### src/cmd_consts.svh
// Constants for the clock mode and internal divider block
`ifndef CMD_CONSTS_SVH
`define CMD_CONSTS_SVH

// Clock origin codes in the configuration word
`define CMD_ORG_LP 3'h0
`define CMD_ORG_XT 3'h1
`define CMD_ORG_HS 3'h2
`define CMD_ORG_EC 3'h3
`define CMD_ORG_INTIO 3'h4
`define CMD_ORG_INTOUT 3'h5
`define CMD_ORG_RESISTOR_CAPACITOR_PIN_IO_MODE 3'h6
`define CMD_ORG_RCOUT 3'h7

// Divider choice reset value and control register layout
`define CMD_SEL_RESET 2'h2
`define CMD_REG_SEL_HI 5
`define CMD_REG_SEL_LO 4
`define CMD_REG_LOCKED 3
`define CMD_REG_STABLE 2

// Oscillator rates as phase steps of the 200 MHz clock
`define CMD_FAST_INC 9'h010
`define CMD_FAST_MOD 9'h0C8
`define CMD_SLOW_INC 9'h001
`define CMD_SLOW_MOD 9'h190

// Settling times in ns and their cycle counts
`define CMD_CLK_NS 5
`define CMD_STABLE_NS 1000
`define CMD_LOCK_NS 2000
`define CMD_STABLE_CYC ((`CMD_STABLE_NS + `CMD_CLK_NS - 1) / `CMD_CLK_NS)
`define CMD_LOCK_CYC ((`CMD_LOCK_NS + `CMD_CLK_NS - 1) / `CMD_CLK_NS)

`endif

### src/cmd_pkg.sv
// Types for the clock mode and internal divider block
package cmd_pkg;

    // Operating clock modes
    typedef enum logic [2:0] {
        MODE_LOW_POWER_XTAL,
        MODE_MEDIUM_XTAL,
        MODE_HIGH_XTAL,
        MODE_OUTSIDE_CLK,
        MODE_INT_ALL_IO,
        MODE_INT_QUARTER,
        MODE_RC_PIN_IO,
        MODE_RC_QUARTER_CLOCK_OUTPUT
    } cmd_mode_t;

    // State of the phase step tick generator
    typedef struct packed {
        logic [8:0] acc;
        logic tick;
    } cmd_tick_t;

    // State of the postscaler
    typedef struct packed {
        logic [2:0] cnt;
        logic [1:0] sel;
    } cmd_post_t;

    // State of the top block
    typedef struct packed {
        logic [2:0] origin;
        logic fast;
        logic [1:0] sel;
        logic pin_d;
        logic sys_en;
        logic [1:0] qcnt;
        logic [11:0] lock_cnt;
        logic locked;
        logic stable;
        logic in_o;
        logic in_oe;
        logic out_o;
        logic out_oe;
    } cmd_core_t;

endpackage

### src/cmd_tickgen.sv
// Fractional rate tick generator standing in for an oscillator
`timescale 1ns/1ps
`default_nettype none
module cmd_tickgen #(
    parameter logic [8:0] INC = 9'h001,
    parameter logic [8:0] MOD = 9'h002
) (
    // Clock and reset
    input wire logic clk,
    input wire logic reset,
    // Tick out, one cycle at the oscillator rate
    output logic tick
);
    cmd_pkg::cmd_tick_t st_r;
    cmd_pkg::cmd_tick_t st_nxt;
    logic [9:0] sum;

    // Add the step and wrap at the modulus
    always_comb begin
        st_nxt = st_r;
        sum = {1'b0, st_r.acc} + {1'b0, INC};
        if (sum >= {1'b0, MOD}) begin
            st_nxt.acc = 9'((sum - {1'b0, MOD}));
            st_nxt.tick = 1'b1;
        end else begin
            st_nxt.acc = sum[8:0];
            st_nxt.tick = 1'b0;
        end
        if (reset) begin
            st_nxt = '0;
        end
    end

    // State register
    always_ff @(posedge clk) begin
        st_r <= st_nxt;
    end

    assign tick = st_r.tick;
endmodule
`default_nettype wire

### src/cmd_postscale.sv
// Postscaler dividing oscillator ticks by 1, 2, 4 or 8
`timescale 1ns/1ps
`default_nettype none
`include "cmd_consts.svh"
module cmd_postscale (
    // Clock and reset
    input wire logic clk,
    input wire logic reset,
    // Oscillator tick and requested divider choice
    input wire logic tick,
    input wire logic [1:0] sel_req,
    // Divided tick and the choice in force
    output logic div_en,
    output logic [1:0] sel_used
);
    cmd_pkg::cmd_post_t st_r;
    cmd_pkg::cmd_post_t st_nxt;
    logic [2:0] lim;

    // Last count before wrap: 11 gives 0, 00 gives 7
    assign lim = 3'h7 >> st_r.sel;
    assign div_en = tick && (st_r.cnt == lim);
    assign sel_used = st_r.sel;

    // Count ticks; take a new choice only at the wrap
    always_comb begin
        st_nxt = st_r;
        if (div_en) begin
            st_nxt.cnt = 3'h0;
            st_nxt.sel = sel_req;
        end else if (tick) begin
            st_nxt.cnt = 3'(st_r.cnt + 3'h1);
        end
        if (reset) begin
            st_nxt.cnt = 3'h0;
            st_nxt.sel = `CMD_SEL_RESET;
        end
    end

    // State register
    always_ff @(posedge clk) begin
        st_r <= st_nxt;
    end
endmodule
`default_nettype wire

### src/cmd_clock_ctrl.sv
// Clock mode decode, internal divider and clock pin control
`timescale 1ns/1ps
`default_nettype none
`include "cmd_consts.svh"
module cmd_clock_ctrl (
    // Clock and reset
    input wire logic CLK,
    input wire logic RESET,

    // Programmed configuration, sampled during reset
    input wire logic [2:0] CFG_CLK_ORIGIN,
    input wire logic CFG_FAST_RANGE,

    // Software write of the divider choice
    input wire logic FREQ_WR_EN,
    input wire logic [1:0] FREQ_WR_DATA,

    // Oscillator control register image and status
    output logic [7:0] OSC_CTRL_RD,
    output logic [2:0] CLK_MODE,

    // System clock enable, one cycle per system clock
    output logic SYS_CLK_EN,

    // Oscillator input pin
    input wire logic OSC_IN_PIN_I,
    output logic OSC_IN_PIN_O,
    output logic OSC_IN_PIN_OE,

    // Oscillator output pin
    input wire logic OSC_OUT_PIN_I,
    output logic OSC_OUT_PIN_O,
    output logic OSC_OUT_PIN_OE,

    // Port logic drive for the pins when they are general I/O
    input wire logic GPIO_IN_PIN_O,
    input wire logic GPIO_IN_PIN_OE,
    input wire logic GPIO_OUT_PIN_O,
    input wire logic GPIO_OUT_PIN_OE,

    // Pin ownership and read back for the port logic
    output logic IN_PIN_IS_GPIO,
    output logic OUT_PIN_IS_GPIO,
    output logic GPIO_IN_PIN_I,
    output logic GPIO_OUT_PIN_I
);
    // Registered state and its next value
    cmd_pkg::cmd_core_t st_r;
    cmd_pkg::cmd_core_t st_nxt;

    // Decoded mode from the latched origin field
    cmd_pkg::cmd_mode_t mode;

    // Raw oscillator ticks and the selected one
    logic tick_fast;
    logic tick_slow;
    logic base_tick;

    // Divided internal tick and the ratio in force
    logic int_en;
    logic [1:0] sel_used;

    // Mode class flags
    logic is_internal;
    logic is_rc;
    logic is_xtal;
    logic quarter_out;
    logic in_gpio;
    logic out_gpio;

    // Clock edge seen on the input pin
    logic pin_rise;

    // Next system enable and quarter clock level
    logic sys_next;
    logic [1:0] qcnt_next;

    // High range oscillator
    cmd_tickgen #(
        .INC(`CMD_FAST_INC),
        .MOD(`CMD_FAST_MOD)
    ) u_fast_osc (
        .clk(CLK),
        .reset(RESET),
        .tick(tick_fast)
    );

    // Low range oscillator
    cmd_tickgen #(
        .INC(`CMD_SLOW_INC),
        .MOD(`CMD_SLOW_MOD)
    ) u_slow_osc (
        .clk(CLK),
        .reset(RESET),
        .tick(tick_slow)
    );

    // The fixed range picks the divider input
    assign base_tick = st_r.fast ? tick_fast : tick_slow;

    // Postscaler on the chosen oscillator
    cmd_postscale u_post (
        .clk(CLK),
        .reset(RESET),
        .tick(base_tick),
        .sel_req(st_r.sel),
        .div_en(int_en),
        .sel_used(sel_used)
    );

    // Origin field to one of eight modes
    always_comb begin
        case (st_r.origin)
            `CMD_ORG_LP: mode = cmd_pkg::MODE_LOW_POWER_XTAL;
            `CMD_ORG_XT: mode = cmd_pkg::MODE_MEDIUM_XTAL;
            `CMD_ORG_HS: mode = cmd_pkg::MODE_HIGH_XTAL;
            `CMD_ORG_EC: mode = cmd_pkg::MODE_OUTSIDE_CLK;
            `CMD_ORG_INTIO: mode = cmd_pkg::MODE_INT_ALL_IO;
            `CMD_ORG_INTOUT: mode = cmd_pkg::MODE_INT_QUARTER;
            `CMD_ORG_RESISTOR_CAPACITOR_PIN_IO_MODE: mode = cmd_pkg::MODE_RC_PIN_IO;
            default: mode = cmd_pkg::MODE_RC_QUARTER_CLOCK_OUTPUT;
        endcase
    end

    // Mode classes
    always_comb begin
        is_internal = (mode == cmd_pkg::MODE_INT_ALL_IO) ||
                      (mode == cmd_pkg::MODE_INT_QUARTER);
        is_rc = (mode == cmd_pkg::MODE_RC_PIN_IO) ||
                (mode == cmd_pkg::MODE_RC_QUARTER_CLOCK_OUTPUT);
        is_xtal = (mode == cmd_pkg::MODE_LOW_POWER_XTAL) ||
                  (mode == cmd_pkg::MODE_MEDIUM_XTAL) ||
                  (mode == cmd_pkg::MODE_HIGH_XTAL);
        // Quarter clock leaves on the output pin
        quarter_out = (mode == cmd_pkg::MODE_RC_QUARTER_CLOCK_OUTPUT) ||
                      (mode == cmd_pkg::MODE_INT_QUARTER);
        // Input pin is free only with an internal source
        in_gpio = is_internal;
        // Output pin is free in the I/O variants and outside clock
        out_gpio = (mode == cmd_pkg::MODE_RC_PIN_IO) ||
                   (mode == cmd_pkg::MODE_OUTSIDE_CLK) ||
                   (mode == cmd_pkg::MODE_INT_ALL_IO);
    end

    // Rising edge of the external clock on the input pin
    assign pin_rise = OSC_IN_PIN_I && !st_r.pin_d;

    // System clock from the internal divider or the pin
    assign sys_next = is_internal ? int_en : pin_rise;

    // Quarter clock counter advances on each system clock
    assign qcnt_next = sys_next ? 2'(st_r.qcnt + 2'h1) : st_r.qcnt;

    // Next state of the whole block
    always_comb begin
        st_nxt = st_r;
        st_nxt.pin_d = OSC_IN_PIN_I;
        st_nxt.sys_en = sys_next;
        st_nxt.qcnt = qcnt_next;
        // Software rewrite applies from the next divider boundary
        if (FREQ_WR_EN) begin
            st_nxt.sel = FREQ_WR_DATA;
        end
        // Settling counter runs until the lock point
        if (st_r.lock_cnt < 12'(`CMD_LOCK_CYC)) begin
            st_nxt.lock_cnt = 12'(st_r.lock_cnt + 12'h001);
        end
        st_nxt.stable = (st_r.lock_cnt >= 12'(`CMD_STABLE_CYC));
        st_nxt.locked = (st_r.lock_cnt >= 12'(`CMD_LOCK_CYC));
        // Input pin: port drive when free, else listen only
        if (in_gpio) begin
            st_nxt.in_o = GPIO_IN_PIN_O;
            st_nxt.in_oe = GPIO_IN_PIN_OE;
        end else begin
            st_nxt.in_o = 1'b0;
            st_nxt.in_oe = 1'b0;
        end
        // Output pin: quarter clock, crystal drive or port drive
        if (quarter_out) begin
            st_nxt.out_o = qcnt_next[1];
            st_nxt.out_oe = 1'b1;
        end else if (is_xtal) begin
            // Inverting drive closes the resonator loop
            st_nxt.out_o = !OSC_IN_PIN_I;
            st_nxt.out_oe = 1'b1;
        end else if (out_gpio) begin
            st_nxt.out_o = GPIO_OUT_PIN_O;
            st_nxt.out_oe = GPIO_OUT_PIN_OE;
        end else begin
            st_nxt.out_o = 1'b0;
            st_nxt.out_oe = 1'b0;
        end
        // Reset reloads everything; configuration is taken here only
        if (RESET) begin
            st_nxt = '0;
            // Keep tracking the pin so release makes no false edge
            st_nxt.pin_d = OSC_IN_PIN_I;
            st_nxt.origin = CFG_CLK_ORIGIN;
            st_nxt.fast = CFG_FAST_RANGE;
            st_nxt.sel = `CMD_SEL_RESET;
        end
    end

    // One register for all state
    always_ff @(posedge CLK) begin
        st_r <= st_nxt;
    end

    // Control register image: choice, locked, stable
    always_comb begin
        OSC_CTRL_RD = 8'h00;
        OSC_CTRL_RD[`CMD_REG_SEL_HI:`CMD_REG_SEL_LO] = st_r.sel;
        OSC_CTRL_RD[`CMD_REG_LOCKED] = st_r.locked;
        OSC_CTRL_RD[`CMD_REG_STABLE] = st_r.stable;
    end

    // Remaining outputs
    assign CLK_MODE = st_r.origin;
    assign SYS_CLK_EN = st_r.sys_en;
    assign OSC_IN_PIN_O = st_r.in_o;
    assign OSC_IN_PIN_OE = st_r.in_oe;
    assign OSC_OUT_PIN_O = st_r.out_o;
    assign OSC_OUT_PIN_OE = st_r.out_oe;
    assign IN_PIN_IS_GPIO = in_gpio;
    assign OUT_PIN_IS_GPIO = out_gpio;
    assign GPIO_IN_PIN_I = OSC_IN_PIN_I;
    assign GPIO_OUT_PIN_I = OSC_OUT_PIN_I;
endmodule
`default_nettype wire

### config.mk
export PLATFORM = sky130hd
export DESIGN_NAME = cmd_clock_ctrl
export DESIGN_NICKNAME = d
export VERILOG_FILES = /design/src/cmd_pkg.sv /design/src/cmd_tickgen.sv /design/src/cmd_postscale.sv /design/src/cmd_clock_ctrl.sv
export VERILOG_INCLUDE_DIRS = /design/src
export SDC_FILE = /design/constraint.sdc
export NUM_CORES = 1
export LEC_CHECK = 0
export ABC_AREA = 1
export ABC_CLOCK_PERIOD_IN_PS = 2500
export BUFFER_PORTS_ARGS = -buffer_cell sky130_fd_sc_hd__buf_4
export CAP_MARGIN = 20
export CORE_MARGIN = 2
export CORE_UTILIZATION = 57
export DETAILED_ROUTE_END_ITERATION = 8
export GPL_TIMING_DRIVEN = 0
export PLACE_DENSITY = 0.79
export SETUP_SLACK_MARGIN = 0.1
export SYNTH_ARGS = -nofsm -noshare
export SYNTH_HDL_FRONTEND = slang
export SYNTH_SLANG_ARGS = --single-unit
### constraint.sdc
create_clock -name CLK -period 2.5 [get_ports CLK]
set_clock_uncertainty 0.15 [all_clocks]
set_input_delay 0.75 -clock CLK [delete_from_list [all_inputs] [get_ports CLK]]
set_output_delay 0.75 -clock CLK [all_outputs]
set_load 0.005 [all_outputs]
==> results.yml <==
outcome:
  run_status: "completed"
sta:
  max-slew-margin-rel_pct: 61.38
  final_min_period_over_clock_period_pct: 90.05
  setup_viol: 0
  report.final.hold_viol_count: 0
  finalWorstPathRequiredPeriod_ns: 2.251
  rsz_0062_raised_after_global_routing: "no"
  final.setup.tns_ns: 0
  timing.hold.ws_ns: 0.2757
  fmax_mhz: 444.2
  maxSlewViolCount: 0
  transition_time_of_the_tightest_slew_check_pin_ns: 0.5792
  timing.final.ws_setup_ns: 0.2487
critical_path:
  endpoint_class_of_the_critical_path: "flip-flop"
  critical_path_startpoint_category: "flip-flop"
  crit_path_max_fanout: 5
  critical_path_required_ns: 2.56
  timing.critical_path.arrival_ns: 2.31
  timing_worst_setup_path_type: "flip-flop to flip-flop"
global_route:
  grt_usage_pct: 20.59
  grt_remaining_overflow: 0
  first_pass_grt_wire_length_um: 8321
  grt_start_max_net_pins: 18
  grt_antenna_before_repair: 0
  first_global_vias: 1978
power:
  switching_share_pct: 24.20
  finalPower_mw: 1.606
  pwr-share-clk_pct: 37.1
  power.leakage_nw: 1.441
  irDropWorstVdd_mv: 0.4087
  combinationalPowerShare_pct: 9.4
  p_switching_mw: 0.3887
  power.density_mw_per_mm2: 527.8
  seq_power_share_pct: 53.5
  internal_power_mw: 1.217
floorplanning:
  fp.dieArea_mm2: 0.005141
  die_height_um: 71.70
  fp.coreArea_mm2: 0.004384
  floorplan.rows: 24
  initial_utilization_pct: 59.59
  floorplan.die.width_um: 71.70
  floorplan.io_pins: 35
logic_synthesis:
  top_ff_cell_synth: "sky130_fd_sc_hd__dfxtp_1"
  synth-seq-cells: 50
  synthCells: 354
  post_synth_main_area_contributors: "sky130_fd_sc_hd__dfxtp_1, sky130_fd_sc_hd__nand2_1, sky130_fd_sc_hd__inv_1"
  synth_edf_count: 4
  asyncSetResetFlopFracSynth_pct: 0
  post_synth_instance_area_mm2: 0.002613
  synth_cell_type_count: 34
  synth_seq_area_share_pct: 39.85
  synth_warnings: 0
  netlist_top_cells_count: "sky130_fd_sc_hd__nand2_1, sky130_fd_sc_hd__inv_1, sky130_fd_sc_hd__dfxtp_1"
  post-synth-top-area-fraction_pct: 35.25
  synth.largest_area_cell: "sky130_fd_sc_hd__dfxtp_1"
  syn_area_per_cell_um2: 7.380
  synth_most_common_cell: "sky130_fd_sc_hd__nand2_1"
job:
  max_cap_check_violation_count: 0
drt:
  drtPass1Iterations: 4
  num_vias: 2187
  avgViaCountPerCell: 4.893
  drt.antenna.violating_nets: 0
  route.final.wire_length_um: 4899
  drtIter0Drc: 76
  route.detailed.drc: 0
  avgRoutedWirePerCell_um: 10.96
cts:
  path_clk_slew_ns: 0.09
  cts-htree-levels: 2
  cts.sink_count: 50
  clock_insertion_delay_at_the_later_pin_of_the_skew_report_ns: 0.31
  cts_root_buf: "sky130_fd_sc_hd__clkbuf_8"
  cts_tree: "built"
  maximum_buffer_depth_of_the_clock_tree: 2
  cts_inserted_buffers: 5
place:
  gp_congestion: 0.8387
  placement.io_buffers: 29
  detailed_place.area_mm2: 0.002907
  post-place-ws_ns: 0.1880
  hpwl_um: 3688
final_layout:
  finish.net_count: 420
  area_delta_synth_final_pct: 16.48
  layout.cell_area.non_filler_mm2: 0.003043
  layout-drive-gt1-share_pct: 20.51
  n_antenna_cell: 0
hold_path:
  hold_wc_path_type: "flip-flop to flip-flop"
==> through the flow <==
step / utilization (%) / instances
finish: 69.41 / 447
CTS: 68.95 / 446
global placement: 66.30 / 438
global route: 69.41 / 447
floorplan: - / 357
detailed placement: 66.30 / 438
==> sequential cells by signal (all words and copies together) (netlist names) <==
name,flops
st_r,16
u_slow_osc.st_r,9
u_fast_osc.st_r,6
OSC_CTRL_RD,4
CLK_MODE,3
u_post.st_r,3
u_post.sel_used,2
OSC_IN_PIN_O,1
OSC_IN_PIN_OE,1
OSC_OUT_PIN_O,1
OSC_OUT_PIN_OE,1
SYS_CLK_EN,1
u_fast_osc.tick,1
u_slow_osc.tick,1
==> area by class of cell <==
cell class / count / area (um2)
well taps: 52 / 65.06
clock buffers: 5 / 68.82
inverters: 57 / 214.0
clock inverters: 3 / 47.55
multi-input cells: 232 / 1254
fillers: 371 / 1341
repair buffers: 30 / 225.2
plain buffers: 18 / 127.6
flip-flops and latches: 50 / 1041
==> cell usage in the layout, fill, tap and decap left out, types with 3 or more instances in the layout <==
cell type,synthesis,final
sky130_fd_sc_hd__clkbuf_8,1,6
sky130_fd_sc_hd__xor2_1,4,4
sky130_fd_sc_hd__nor2_2,4,5
sky130_fd_sc_hd__nor2_4,3,3
sky130_fd_sc_hd__a21oi_1,22,22
sky130_fd_sc_hd__inv_1,54,54
sky130_fd_sc_hd__nand2_1,72,72
sky130_fd_sc_hd__clkbuf_1,3,3
sky130_fd_sc_hd__ha_1,11,10
sky130_fd_sc_hd__nor2_1,35,34
sky130_fd_sc_hd__nand2_4,4,4
sky130_fd_sc_hd__buf_4,13,43
sky130_fd_sc_hd__dfxtp_1,46,46
sky130_fd_sc_hd__nand3_1,22,22
sky130_fd_sc_hd__nand2_2,6,6
sky130_fd_sc_hd__inv_2,3,3
sky130_fd_sc_hd__conb_1,1,4
sky130_fd_sc_hd__o21ai_0,16,16
sky130_fd_sc_hd__edfxtp_1,4,4
sky130_fd_sc_hd__nand4_1,6,6
sky130_fd_sc_hd__nor3_1,6,6
==> critical path, cell delays in order, from the launching register on <==
cell                      delay [ns]
sky130_fd_sc_hd__dfxtp_1        0.41
sky130_fd_sc_hd__ha_2           0.25
sky130_fd_sc_hd__nand3_1        0.17
sky130_fd_sc_hd__xnor2_2        0.25
sky130_fd_sc_hd__ha_1           0.20
sky130_fd_sc_hd__nand2_1        0.06
sky130_fd_sc_hd__nor2_1         0.11
sky130_fd_sc_hd__nand2_1        0.11
sky130_fd_sc_hd__nand3_4        0.10
sky130_fd_sc_hd__nand2_4        0.07
sky130_fd_sc_hd__nand2_4        0.09
sky130_fd_sc_hd__inv_2          0.05
sky130_fd_sc_hd__nor2_2         0.09
sky130_fd_sc_hd__nor2_2         0.05
==> metal layers <==
layer / vias to the layer above / GRT usage, % / part of all wire [%]
met1: 961 / 24.31 / 45
met2: 47 / 36.42 / 49
li1: 1173 / - / -
met3: 6 / 5.063 / 5.1
met5: - / 0 / 0
met4: 0 / 6.918 / 1.4
==> cells by family (layout without fill, tap and decap cells) <==
group                      after synthesis  in the layout  share of synthesized area [%]
AOI/OAI and AO/OA                       43             43                          8.717
xor gates and xnor gates                 7              7                          2.347
adders and majority gates               11             11                          5.268
buffers and inverters                   75            113                          13.07
DFF                                     50             50                          39.85
other                                    1              4                         0.1435
and+or+nand+nor                        167            167                          30.60
==> power groups by stage <==
stage               Clock, mW  Sequential, mW  Combinational [mW]
floorplan                   0           0.873              0.0932
global placement            0           0.876               0.147
detailed placement          0           0.878               0.151
CTS                     0.610           0.860               0.152
global route            0.637           0.863               0.174
finish                  0.596           0.859               0.151
==> repair_timing <==
item | CTS | global route
hold buffers | 0 | 0
gates resized for setup | 0 | 3
buffers inserted | 0 | 1
endpoints found under the setup margin | 0 | 5
==> worst paths after layout <==
path | from | end | slack [ns] | depth (start not counted)
worst max-delay path | u_slow_osc.st_r[1] | u_slow_osc.st_r[6] | 0.25 | 13
worst min-delay path | st_r[17] | st_r[17] | 0.28 | 2
worst max register to register | u_slow_osc.st_r[1] | u_slow_osc.st_r[6] | 0.25 | 13
worst min register to register | st_r[17] | st_r[17] | 0.28 | 2
No activity file was read; power rests on OpenSTA's default activity.
